$ cat src/logic/ppsc_pkg.sv
package ppsc_pkg;
  // -----------------------------------------------------------------
  // widths and encodings
  // -----------------------------------------------------------------
  localparam int PPSC_AW = 16;
  localparam int PPSC_GW = 8;
  localparam logic [1:0] PPSC_MODE1 = 2'h1;
  localparam logic [1:0] PPSC_MODE2 = 2'h2;
  localparam logic [1:0] PPSC_MODE3 = 2'h3;
  // -----------------------------------------------------------------
  // reset values
  // -----------------------------------------------------------------
  localparam logic [PPSC_AW-1:0] PPSC_ADDR_RST = 16'h0000;
  localparam logic [PPSC_GW-1:0] PPSC_GP_RST = 8'h00;
  // -----------------------------------------------------------------
  // hardware standby entry and exit timing, kept by the board controller
  // -----------------------------------------------------------------
  localparam int PPSC_CLK_MHZ = 125;
  localparam int PPSC_KEEP_LEAD_CYC = 10;
  localparam int PPSC_EXIT_LEAD_NS = 100;
  localparam int PPSC_EXIT_LEAD_CYC =
    (PPSC_EXIT_LEAD_NS * PPSC_CLK_MHZ + 999) / 1000;
  localparam int PPSC_CNT_W = 5;
  typedef enum logic [4:0] {
    PPSC_ST_NORM = 5'h01,
    PPSC_ST_SLEEP = 5'h02,
    PPSC_ST_SSTBY = 5'h04,
    PPSC_ST_RESET = 5'h08,
    PPSC_ST_HSTBY = 5'h10
  } ppsc_state_t;
endpackage

$ cat src/logic/ppsc_gpio_bit.sv
`timescale 1ns/1ns
module ppsc_gpio_bit
  import ppsc_pkg::*;
(
  input wire logic clk_in,
  input wire logic rst_in,
  input wire logic [4:0] state_in,
  input wire logic dir_in,
  input wire logic latch_in,
  input wire logic pullup_sel_in,
  output logic pin_out,
  output logic pin_oe_n_out,
  output logic pullup_out
);
  import ppsc_pkg::*;
  logic held;
  logic next_held;
  logic active;
  // ----------------------------------------------------------------
  // held level for the keep-previous states
  // ----------------------------------------------------------------
  assign active = (state_in == PPSC_ST_NORM);
  always_comb begin
    // sw standby tracks the port latch so a later sleep keeps that level
    next_held = (active || state_in == PPSC_ST_SSTBY) ? latch_in : held;
  end
  always_ff @(posedge clk_in) begin
    if (rst_in) begin
      held <= 1'b0;
    end else begin
      held <= next_held;
    end
  end
  // ----------------------------------------------------------------
  // pin drive
  // ----------------------------------------------------------------
  always_comb begin
    pin_out = 1'b0;
    pin_oe_n_out = 1'b1;
    pullup_out = 1'b0;
    case (state_in)
      PPSC_ST_HSTBY, PPSC_ST_RESET: begin
        pin_oe_n_out = 1'b1;
      end
      PPSC_ST_NORM: begin
        pin_out = latch_in;
        pin_oe_n_out = ~dir_in;
        pullup_out = ~dir_in & pullup_sel_in;
      end
      PPSC_ST_SSTBY: begin
        pin_out = latch_in;
        pin_oe_n_out = ~dir_in;
        pullup_out = ~dir_in & pullup_sel_in;
      end
      PPSC_ST_SLEEP: begin
        pin_out = held;
        pin_oe_n_out = ~dir_in;
        pullup_out = ~dir_in & pullup_sel_in;
      end
      default: begin
        pin_oe_n_out = 1'b1;
      end
    endcase
  end
endmodule

$ cat src/logic/ppsc_port_state.sv
`timescale 1ns/1ns
// How it works
// - mode 1 address pins: low in reset/sw standby, float hw, hold sleep
// - mode 2 address: float in reset; sw standby low if output else float
// - mode 2 normal: address output or input per direction bit
// - sw standby clock pin high; mode 3 only if direction bit set
// - sleep: clock out; mode 3 floats it when direction bit clear
// - mode 3 normal: clock out if direction set, else input
// - held input pins float, pull-up only if its select bit set
// - held output pins keep level from just before sleep; sw standby follows the latch
// - sw standby entry resets peripherals; pins revert to port control
// - general pins drive or read per their direction bit; peripheral-owned pins drive, reset/hw float
module ppsc_port_state
  import ppsc_pkg::*;
(
  input wire logic CLK_IN,
  input wire logic RST_IN,
  input wire logic [1:0] MODE_IN,
  input wire logic HARD_INIT_PIN_N_IN,
  input wire logic LOW_POWER_HALT_PIN_N_IN,
  input wire logic SW_STANDBY_IN,
  input wire logic SLEEP_IN,
  input wire logic INTERNAL_MEMORY_KEEP_ENABLE_IN,
  input wire logic [ppsc_pkg::PPSC_AW-1:0] ADDR_IN,
  input wire logic ADDR_VALID_IN,
  input wire logic [ppsc_pkg::PPSC_AW-1:0] ADDR_DIR_IN,
  input wire logic [ppsc_pkg::PPSC_AW-1:0] ADDR_LATCH_IN,
  input wire logic CLK_DIR_IN,
  input wire logic [ppsc_pkg::PPSC_GW-1:0] GP_DIR_IN,
  input wire logic [ppsc_pkg::PPSC_GW-1:0] PORT_OUTPUT_LATCH_IN,
  input wire logic [ppsc_pkg::PPSC_GW-1:0] INPUT_PULLUP_SELECT_IN,
  input wire logic [ppsc_pkg::PPSC_GW-1:0] PERIPH_USE_IN,
  input wire logic [ppsc_pkg::PPSC_GW-1:0] PERIPH_DATA_IN,
  output logic [ppsc_pkg::PPSC_AW-1:0] ADDR_PIN_OUT,
  output logic [ppsc_pkg::PPSC_AW-1:0] ADDR_PIN_OE_N_OUT,
  output logic CLK_PIN_OUT,
  output logic CLK_PIN_OE_N_OUT,
  output logic [ppsc_pkg::PPSC_GW-1:0] GP_PIN_OUT,
  output logic [ppsc_pkg::PPSC_GW-1:0] GP_PIN_OE_N_OUT,
  output logic [ppsc_pkg::PPSC_GW-1:0] GP_PULLUP_OUT,
  output logic PERIPH_INIT_OUT,
  output logic [4:0] STATE_OUT
);
  import ppsc_pkg::*;

  ppsc_state_t state;
  ppsc_state_t next_state;
  logic [PPSC_AW-1:0] addr_last;
  logic [PPSC_AW-1:0] next_addr_last;
  logic [PPSC_GW-1:0] periph_en;
  logic [PPSC_GW-1:0] next_periph_en;
  logic [PPSC_GW-1:0] gp_dir_eff;
  logic [PPSC_GW-1:0] gp_latch_eff;
  logic [PPSC_GW-1:0] gp_own;
  logic [PPSC_AW-1:0] held_a;
  logic clk_div;
  logic next_clk_div;

  // ---------------------------------------------------------------
  // state decode
  // ---------------------------------------------------------------
  function automatic ppsc_state_t decode(input logic hs_n, input logic rs,
                                         input logic ss, input logic sl);
    if (!hs_n) begin
      decode = PPSC_ST_HSTBY;
    end else if (rs) begin
      decode = PPSC_ST_RESET;
    end else if (ss) begin
      decode = PPSC_ST_SSTBY;
    end else if (sl) begin
      decode = PPSC_ST_SLEEP;
    end else begin
      decode = PPSC_ST_NORM;
    end
  endfunction

  // init pin low acts as reset; the controller's entry and exit ordering
  // keeps memory intact, nothing here times it
  always_comb begin
    next_state = decode(LOW_POWER_HALT_PIN_N_IN, ~HARD_INIT_PIN_N_IN,
                        SW_STANDBY_IN, SLEEP_IN);
  end

  // ---------------------------------------------------------------
  // last address, peripheral ownership, clock mirror
  // ---------------------------------------------------------------
  always_comb begin
    next_addr_last = addr_last;
    if (state == PPSC_ST_NORM && ADDR_VALID_IN) begin
      next_addr_last = ADDR_IN;
    end
    next_periph_en = PERIPH_USE_IN;
    if (state == PPSC_ST_SSTBY || state == PPSC_ST_RESET ||
        state == PPSC_ST_HSTBY) begin
      next_periph_en = PPSC_GP_RST;
    end
    next_clk_div = ~clk_div;
  end

  always_ff @(posedge CLK_IN) begin
    if (RST_IN) begin
      state <= PPSC_ST_RESET;
      addr_last <= PPSC_ADDR_RST;
      periph_en <= PPSC_GP_RST;
      clk_div <= 1'b0;
    end else begin
      state <= next_state;
      addr_last <= next_addr_last;
      periph_en <= next_periph_en;
      clk_div <= next_clk_div;
    end
  end

  assign STATE_OUT = state;
  assign PERIPH_INIT_OUT = (state == PPSC_ST_SSTBY);
  // borrowed pins look like outputs of the peripheral while it owns them;
  // software standby drops ownership at once, not one cycle late
  assign gp_own = (state == PPSC_ST_SSTBY) ? PPSC_GP_RST : periph_en;
  assign gp_dir_eff = GP_DIR_IN | gp_own;
  assign gp_latch_eff = (gp_own & PERIPH_DATA_IN) |
                        (~gp_own & PORT_OUTPUT_LATCH_IN);

  // ---------------------------------------------------------------
  // general-purpose pins
  // ---------------------------------------------------------------
  genvar gi;
  generate
    for (gi = 0; gi < PPSC_GW; gi++) begin : g_gp
      ppsc_gpio_bit u_bit (
        .clk_in(CLK_IN),
        .rst_in(RST_IN),
        .state_in(state),
        .dir_in(gp_dir_eff[gi]),
        .latch_in(gp_latch_eff[gi]),
        .pullup_sel_in(INPUT_PULLUP_SELECT_IN[gi]),
        .pin_out(GP_PIN_OUT[gi]),
        .pin_oe_n_out(GP_PIN_OE_N_OUT[gi]),
        .pullup_out(GP_PULLUP_OUT[gi])
      );
    end
  endgenerate

  // ---------------------------------------------------------------
  // address pins
  // ---------------------------------------------------------------
  // mode 1 outputs the address in normal run; mode 3 mirrors the latch
  always_comb begin
    ADDR_PIN_OUT = PPSC_ADDR_RST;
    ADDR_PIN_OE_N_OUT = '1;
    held_a = (MODE_IN == PPSC_MODE3) ? ADDR_LATCH_IN : addr_last;
    case (state)
      PPSC_ST_HSTBY: begin
        ADDR_PIN_OE_N_OUT = '1;
      end
      PPSC_ST_RESET: begin
        if (MODE_IN == PPSC_MODE1) begin
          ADDR_PIN_OE_N_OUT = '0;
        end else begin
          ADDR_PIN_OE_N_OUT = '1;
        end
      end
      PPSC_ST_SSTBY: begin
        if (MODE_IN == PPSC_MODE1) begin
          ADDR_PIN_OE_N_OUT = '0;
        end else if (MODE_IN == PPSC_MODE2) begin
          ADDR_PIN_OUT = held_a & ~ADDR_DIR_IN;
          ADDR_PIN_OE_N_OUT = ~ADDR_DIR_IN;
        end else begin
          ADDR_PIN_OUT = held_a;
          ADDR_PIN_OE_N_OUT = ~ADDR_DIR_IN;
        end
      end
      PPSC_ST_SLEEP: begin
        ADDR_PIN_OUT = held_a;
        ADDR_PIN_OE_N_OUT = (MODE_IN == PPSC_MODE1) ? '0 : ~ADDR_DIR_IN;
      end
      PPSC_ST_NORM: begin
        if (MODE_IN == PPSC_MODE1) begin
          ADDR_PIN_OUT = ADDR_IN;
          ADDR_PIN_OE_N_OUT = '0;
        end else if (MODE_IN == PPSC_MODE2) begin
          ADDR_PIN_OUT = ADDR_IN;
          ADDR_PIN_OE_N_OUT = ~ADDR_DIR_IN;
        end else begin
          ADDR_PIN_OUT = ADDR_LATCH_IN;
          ADDR_PIN_OE_N_OUT = ~ADDR_DIR_IN;
        end
      end
      default: begin
        ADDR_PIN_OE_N_OUT = '1;
      end
    endcase
  end

  // ---------------------------------------------------------------
  // clock output pin
  // ---------------------------------------------------------------
  // clock shown as a divided mirror since one clock domain is allowed
  always_comb begin
    CLK_PIN_OUT = 1'b0;
    CLK_PIN_OE_N_OUT = 1'b1;
    case (state)
      PPSC_ST_HSTBY: begin
        CLK_PIN_OE_N_OUT = 1'b1;
      end
      PPSC_ST_RESET: begin
        CLK_PIN_OUT = clk_div;
        CLK_PIN_OE_N_OUT = (MODE_IN == PPSC_MODE3);
      end
      PPSC_ST_SSTBY: begin
        CLK_PIN_OUT = 1'b1;
        CLK_PIN_OE_N_OUT = (MODE_IN == PPSC_MODE3) & ~CLK_DIR_IN;
      end
      PPSC_ST_SLEEP, PPSC_ST_NORM: begin
        CLK_PIN_OUT = clk_div;
        CLK_PIN_OE_N_OUT = (MODE_IN == PPSC_MODE3) & ~CLK_DIR_IN;
      end
      default: begin
        CLK_PIN_OE_N_OUT = 1'b1;
      end
    endcase
  end

  // ---------------------------------------------------------------
  // checks
  // ---------------------------------------------------------------
  property p_hstby_float;
    @(posedge CLK_IN) disable iff (RST_IN)
    state == PPSC_ST_HSTBY |-> (&ADDR_PIN_OE_N_OUT) && CLK_PIN_OE_N_OUT;
  endproperty
  a_hstby_float: assert property (p_hstby_float)
    else $error("pins not floating in hardware standby");
  property p_m1_sstby_low;
    @(posedge CLK_IN) disable iff (RST_IN)
    state == PPSC_ST_SSTBY && MODE_IN == PPSC_MODE1 |->
      ADDR_PIN_OUT == '0 && ADDR_PIN_OE_N_OUT == '0;
  endproperty
  a_m1_sstby_low: assert property (p_m1_sstby_low)
    else $error("mode 1 address not low in sw standby");
  property p_m2_reset_float;
    @(posedge CLK_IN) disable iff (RST_IN)
    state == PPSC_ST_RESET && MODE_IN == PPSC_MODE2 |->
      &ADDR_PIN_OE_N_OUT;
  endproperty
  a_m2_reset_float: assert property (p_m2_reset_float)
    else $error("mode 2 address driven in reset");
  property p_sstby_clk;
    @(posedge CLK_IN) disable iff (RST_IN)
    state == PPSC_ST_SSTBY |->
      CLK_PIN_OE_N_OUT == ((MODE_IN == PPSC_MODE3) && !CLK_DIR_IN);
  endproperty
  a_sstby_clk: assert property (p_sstby_clk)
    else $error("clock pin wrong in sw standby");
  property p_decode;
    @(posedge CLK_IN) disable iff (RST_IN)
    !LOW_POWER_HALT_PIN_N_IN |=> state == PPSC_ST_HSTBY;
  endproperty
  a_decode: assert property (p_decode)
    else $error("halt pin did not force hardware standby");
  property p_periph_init;
    @(posedge CLK_IN) disable iff (RST_IN)
    state == PPSC_ST_SSTBY ##1 state == PPSC_ST_SSTBY |-> periph_en == '0;
  endproperty
  a_periph_init: assert property (p_periph_init)
    else $error("peripheral kept pins in sw standby");
  property p_sleep_hold;
    @(posedge CLK_IN) disable iff (RST_IN)
    state == PPSC_ST_SLEEP && MODE_IN == PPSC_MODE1 |->
      ADDR_PIN_OUT == addr_last;
  endproperty
  a_sleep_hold: assert property (p_sleep_hold)
    else $error("sleep lost last address");
  property p_m2_norm;
    @(posedge CLK_IN) disable iff (RST_IN)
    state == PPSC_ST_NORM && MODE_IN == PPSC_MODE2 |->
      ADDR_PIN_OE_N_OUT == ~ADDR_DIR_IN;
  endproperty
  a_m2_norm: assert property (p_m2_norm)
    else $error("mode 2 address direction wrong");
  property p_m2_sstby;
    @(posedge CLK_IN) disable iff (RST_IN)
    state == PPSC_ST_SSTBY && MODE_IN == PPSC_MODE2 |->
      ADDR_PIN_OE_N_OUT == ~ADDR_DIR_IN && (ADDR_PIN_OUT & ADDR_DIR_IN) == '0;
  endproperty
  a_m2_sstby: assert property (p_m2_sstby)
    else $error("mode 2 address wrong in sw standby");
  c_sleep: cover property (@(posedge CLK_IN) state == PPSC_ST_SLEEP);
  c_sstby: cover property (@(posedge CLK_IN) state == PPSC_ST_SSTBY);
  c_hstby: cover property (@(posedge CLK_IN) state == PPSC_ST_HSTBY);
  c_keep: cover property (@(posedge CLK_IN)
    state == PPSC_ST_HSTBY && INTERNAL_MEMORY_KEEP_ENABLE_IN);
endmodule
$ cat config.mk
export PLATFORM = sky130hd
export DESIGN_NAME = ppsc_port_state
export DESIGN_NICKNAME = d
export VERILOG_FILES = /design/src/logic/ppsc_pkg.sv /design/src/logic/ppsc_gpio_bit.sv /design/src/logic/ppsc_port_state.sv
export SDC_FILE = /design/constraint.sdc
export NUM_CORES = 1
export LEC_CHECK = 0
export ABC_AREA = 1
export BUFFER_PORTS_ARGS = -buffer_cell sky130_fd_sc_hd__buf_2
export CORE_MARGIN = 2
export CORE_UTILIZATION = 47
export CTS_CLUSTER_SIZE = 24
export DETAILED_ROUTE_END_ITERATION = 8
export PLACE_DENSITY = 0.83
export SKIP_CTS_REPAIR_TIMING = 1
export SLEW_MARGIN = 25
export SYNTH_ARGS = -nofsm -noshare
export SYNTH_HDL_FRONTEND = slang
export SYNTH_HIERARCHICAL = 1
export SYNTH_SLANG_ARGS = --single-unit
$ cat constraint.sdc
create_clock -name CLK_IN -period 2.35 [get_ports CLK_IN]
set_clock_uncertainty 0.2 [all_clocks]
set_input_delay 0.1175 -clock CLK_IN [delete_from_list [all_inputs] [get_ports CLK_IN]]
set_output_delay 0.1175 -clock CLK_IN [all_outputs]
set_load 0.01 [all_outputs]
# ---- Word-level counts from Yosys, hierarchy flattened
# Cells that the tools add are included.
dict set report classes {
  eq_ne 8
  n_bitwise 28
  n_mux 40
  n_reduce_logical 10
}
# op count
set op_table {}
lappend op_table {{two-way mux 16 bit} 7}
lappend op_table {{one-hot mux 16 bit (3 select lines)} 1}
lappend op_table {{one-hot mux 16 bit (2 select lines)} 1}
lappend op_table {{one-hot mux 1 bit (2 select lines)} 10}
lappend op_table {{bitwise AND 16 bit} 1}
lappend op_table {{bitwise AND 8 bit} 2}
lappend op_table {{two-way mux 1 bit} 16}
lappend op_table {{NOT 16 bit} 1}
lappend op_table {{bitwise OR 8 bit} 2}
lappend op_table {{NOT 1 bit} 12}
lappend op_table {{bitwise AND 1 bit} 9}
lappend op_table {{OR reduction 3 bit} 3}
lappend op_table {{two-way mux 8 bit} 1}
lappend op_table {{NOT 8 bit} 1}
lappend op_table {{== test 5 x 1 -> 1 bit (second input constant)} 1}
lappend op_table {{== test 5 x 2 -> 1 bit (second input constant)} 1}
lappend op_table {{== test 5 x 3 -> 1 bit (second input constant)} 1}
lappend op_table {{== test 5 x 4 -> 1 bit (second input constant)} 1}
lappend op_table {{== test 5 bit (second input constant)} 1}
lappend op_table {{two-way mux 5 bit} 1}
lappend op_table {{== test 2 bit (second input constant)} 2}
lappend op_table {{two-way mux 4 bit} 1}
lappend op_table {{OR reduction 2 bit} 2}
lappend op_table {{OR reduction 4 bit} 1}
lappend op_table {{other kinds (5)} 7}
dict set report totals {
  inputBits 99
  wordCells 100
  ff_bits 38
}

# ---- Logic depth before layout (Yosys ltp)
dict set report logic_depth {
  word_depth 6
  mapped_depth 10
}

# ---- Modules after synthesis
# The synthesis kept the hierarchy.
# mod area_per_inst_um2 seq_area_each_um2 cells_per_inst n_inst
set modules_own_cells {}
lappend modules_own_cells {ppsc_port_state 2407.3 600.6 461 1}
lappend modules_own_cells {ppsc_gpio_bit 97.6 20.0 18 8}

# ---- Least setup slack after synthesis
# Ideal clock, no wire load.
dict set report synth_path {
  kind {register to output}
  start {reg state[4] (netlist: STATE_OUT[4])}
  end {out GP_PIN_OUT[6] (netlist bit)}
  n_path_buf 1
  path_slack_ps 241
  t_arrival_ps 1792
  path_stages_with_launch 11
  path_cell_list {dfxtp_1 inv_1 nand2_2 inv_2 nand2_4 buf_2 nand2_1 nand2_1 nand2_1 nand3_1 o21ai_0}
}
dict set report synth_between {
  elab_chain_cells 6
  elab_cells_between_ends 10
}
# item line
set synth_lines {}
lappend synth_lines {{start, declared} ppsc_port_state.sv:46} ;# ppsc_state_t state;
lappend synth_lines {{start signal, assigned} ppsc_port_state.sv:107} ;# state <= next_state;
lappend synth_lines {{== test 5 x 3 -> 1 bit (*)} ppsc_port_state.sv:118} ;# assign gp_own = (state == PPSC_ST_SSTBY) ? PPSC_GP_RST : periph_en;
lappend synth_lines {{two-way mux 8 bit (*)} ppsc_port_state.sv:118}
lappend synth_lines {{NOT 8 bit} ppsc_port_state.sv:121} ;# (~gp_own & PORT_OUTPUT_LATCH_IN);
lappend synth_lines {{bitwise AND 8 bit} ppsc_port_state.sv:121}
lappend synth_lines {{bitwise OR 8 bit (*)} ppsc_port_state.sv:120} ;# assign gp_latch_eff = (gp_own & PERIPH_DATA_IN) |
lappend synth_lines {{via gp_latch_eff[6]} ppsc_port_state.sv:53} ;# logic [PPSC_GW-1:0] gp_latch_eff;
lappend synth_lines {{one-hot mux 1 bit (2 select lines) (*)} ppsc_gpio_bit.sv:41} ;# case (state_in)
lappend synth_lines {{end, declared} ppsc_port_state.sv:38} ;# output logic [ppsc_pkg::PPSC_GW-1:0] GP_PIN_OUT,
# Mark *: on every way through the listed nets, which the timed path passes. The rest lies on a longest branch.

# ---- Final worst setup path
dict set report layout_path {
  start {reg state[1] (netlist: STATE_OUT[1])}
  end {out ADDR_PIN_OUT[15] (netlist bit)}
}
dict set report layout_between {
  elab_chain_cells 2
  elab_cells_between_ends 4
}
# item line
set layout_lines {}
lappend layout_lines {{== test 5 x 1 -> 1 bit, or another cell as far along} ppsc_port_state.sv:151} ;# case (state)
lappend layout_lines {{one-hot mux 16 bit (3 select lines) (*)} ppsc_port_state.sv:151}
lappend layout_lines {{end, declared} ppsc_port_state.sv:34} ;# output logic [ppsc_pkg::PPSC_AW-1:0] ADDR_PIN_OUT,
# Every way passes the cells marked *; elsewhere a longest branch is shown, timed or not.

==> summary.md <==
| Metric | Value |
|---|---|
| Outcome | finished clean |
| Vias in the first global route | 3,555 |
| Final period utilization | 0.947 |
| DRC viols | 0 |
| Multi-input gate area | 1960 um2 |
| Worst endpoint data arrival time | 1.91 ns |
| HP Start | PORT_OUTPUT_LATCH_IN[3] |
| R2r setup slk | 0.70 ns |
| Via/cell ratio | 4.87 |
| Final HPWL DP | 7200 um |
| Hold endpoint | g_gp[3].u_bit/held$_SDFFE_PP0P_ |
| Critical path data required time | 2.03 ns |
| Fraction of registers with async set/reset | 0 |
| P_int | 1.20 mW |
| Sequential cell area | 761 um2 |
| GRT Resource Usage Total | 0.245 |
| Synth Flop Type | dfxtp_1 |
| Logic pwr share | 0.271 |
| TritonCTS clock tree | built |
| Final Net Count | 892 |
| Cells after synthesis | 605 |
| Synth top area share | 0.304 |
| Routed WL | 9870 um |
| Core area | 6680 um2 |
| Initial antenna violation count | 0 |
| Number of port buffers | 161 |
| Worst-path fanout max | 17 |
| Synth top cells by count | nand2_1 (258), inv_1 (92), nor2_1 (75) |
| Clock Path Buffers | 2 |
| Switching part of the total | 0.298 |
| Crit. End Element | output port |
| EDFF count, synth | 0 |
| Slew HR | 0.601 |
| Least-Margin Pin Slew | 0.598 ns |
| Post-placement worst setup slack | 0.456 ns |
| Die width | 86.4 um |
| Critical path class | reg -> out |
| Vias after detailed routing | 4,250 |
| Post-layout minimum cycle time | 2.23 ns |
| Syn nets | 704 |
| CTS Buf Count | 5 |
| TritonRoute pass-1 iters | 4 |
| Yosys cell types | 20 |
| Hold crit path type | in -> reg |
| Pin count of the biggest net entering global routing | 37 |
| Setup WS post-layout | 0.124 ns |
| ANT nets after route | 0 |
| Sequential group share of total power | 0.394 |
| Root buffer cell | clkbuf_8 |
| Switching Power | 0.507 mW |
| Clock Pin Slew Worst Setup and Hold Paths | 0.08 ns |
| GR Overflow Total | 0 |
| Share of cells above drive strength 1 | 0.252 |
| FMAX | 449 MHz |
| Non-Filler Instances | 873 |
| #FFs+latches synth | 38 |
| Dominant cells by area after synthesis | nand2_1 (30%), dfxtp_1 (24%), inv_1 (11%) |
| Rows | 30 |
| Critical R2R Launch | STATE_OUT[1]$_SDFF_PP0_ |
| Number of placed I/O pins | 163 |
| Most common cell in the synthesized netlist | nand2_1 |
| N_diodes | 0 |
| Crit start category | flip-flop |
| Pwr/cell area | 382 nW/um2 |
| Fillers | 615 |
| Global-route wire length before repair | 15,100 um |
| Max capacitance violation total | 0 |
| R2R depth | 9 |
| Hold WS | 0.0125 ns |
| CTS sink cnt | 38 |
| Die span in y | 86.4 um |
| Area Overhead vs Synth | 40.0% |
| Worst vdd ir | 0.322 mV |
| Gpl congestion | 0.879 |
| WL/cell | 11.3 um |
| Synth area leader | nand2_1 |
| # placed instances | 835 |
| RSZ-0062 raised after global routing | yes |
| Final hold viol count | 0 |
| Initial Utilization | 0.477 |
| Sequential fraction of the synthesis area | 0.239 |
| # H-tree levels | 2 |
| Leakage | 2.71 nW |
| Synth Cell Area | 3190 um2 |
| Hold path depth | 5 |
| Die area | 7460 um2 |
| RR Endpoint | g_gp[1].u_bit/held$_SDFFE_PP0P_ |
| Drt first-iter violations | 253 |
| Skew-Pair Late Insertion Delay | 0.29 ns |
| Layout Utilization | 0.668 |
| Count of final setup violators | 0 |
| Max Slew Vio Count | 0 |
| Yosys warns | 6 |
| Synthesized area per cell | 5.27 um2 |
| Clock power share | 0.335 |
-- per-layer routing --
layer / vias to the layer above / share of wire / global-route usage
li1: 2211 / - / -
met1: 1852 / 0.42 / 0.301
met2: 155 / 0.49 / 0.421
met3: 32 / 0.057 / 0.0505
met4: 0 / 0.033 / 0.0881
met5: - / 0 / 0
-- logic make-up (layout without fill, tap and decap cells) --
group,after synthesis,in the layout,synth area share
simple gates,403,403,0.525
buf+inv,113,301,0.148
flops,38,38,0.239
compound gates,51,51,0.0887
-- registers in the layout (all words and copies together), names as in the netlist --
name,cells
STATE_OUT,5
g_gp.u_bit/held,8
periph_en,8
clk_div,1
addr_last,16
-- cell usage in the layout, fill, tap and decap left out --
cell	netlist	routed
inv_2	1	1
nor2_1	75	75
nor3_2	8	8
nor2_2	9	9
dfxtp_1	38	38
o211ai_1	11	11
nand4_1	1	1
nor2_4	1	1
buf_2	8	161
bufinv_16	0	1
clkbuf_8	0	6
nand2_4	1	1
inv_1	92	92
buf_4	2	9
nand2_1	258	258
o21ai_0	31	31
nand3_2	1	1
nand3_1	47	47
dlygate4sd3_1	0	31
nand2_2	2	2
a21oi_1	9	9
-- critical path, stage by stage (launching register included) --
cell     delay [ns]
dfxtp_1        0.34
nor2_1         0.19
nand2_2        0.09
nor2_2         0.46
nand2_1        0.14
nand2_1        0.12
nand2_1        0.08
nand2_1        0.06
buf_2          0.13
-- metrics by stage --
step | total power [mW] | cell area (um2) | setup TNS, ns
after floorplan | 0.932 | 3190 | 0
after detailed placement | 1.10 | 4040 | 0
after global routing | 1.79 | 4460 | -0.0206
after CTS | 1.66 | 4150 | 0
after global placement | 1.08 | 4040 | 0
final | 1.70 | 4460 | 0
-- how the worst max path moves through the flow --
stage,start,end,slack (ns),cells past startpoint
after detailed placement,STATE_OUT[1]$_SDFF_PP0_,ADDR_PIN_OUT[15],0.46,8
after floorplan,STATE_OUT[4]$_SDFF_PP0_,GP_PIN_OUT[6],0.24,10
final,STATE_OUT[1]$_SDFF_PP0_,ADDR_PIN_OUT[15],0.12,8
after global routing,STATE_OUT[1]$_SDFF_PP0_,ADDR_PIN_OUT[15],-0.02,8
after CTS,STATE_OUT[1]$_SDFF_PP0_,ADDR_PIN_OUT[15],0.13,8
after global placement,STATE_OUT[1]$_SDFF_PP0_,ADDR_PIN_OUT[3],0.53,8
-- power by group through the flow --
stage / sequential (mW) / clock (mW) / combinational, mW
after floorplan: 0.698 / 0 / 0.234
final: 0.671 / 0.571 / 0.461
after global placement: 0.684 / 0 / 0.400
after CTS: 0.670 / 0.579 / 0.416
after detailed placement: 0.685 / 0 / 0.413
after global routing: 0.672 / 0.601 / 0.518
-- layout make-up --
type / count / area share
timing repair buffer: 201 / 0.265
inverter: 93 / 0.0782
sequential: 38 / 0.170
multi-input combinational: 454 / 0.438
clock inverter: 1 / 0.00673
clock buffer: 6 / 0.0185
tap: 80 / 0.0224
(Power assumes the default switching activity.)
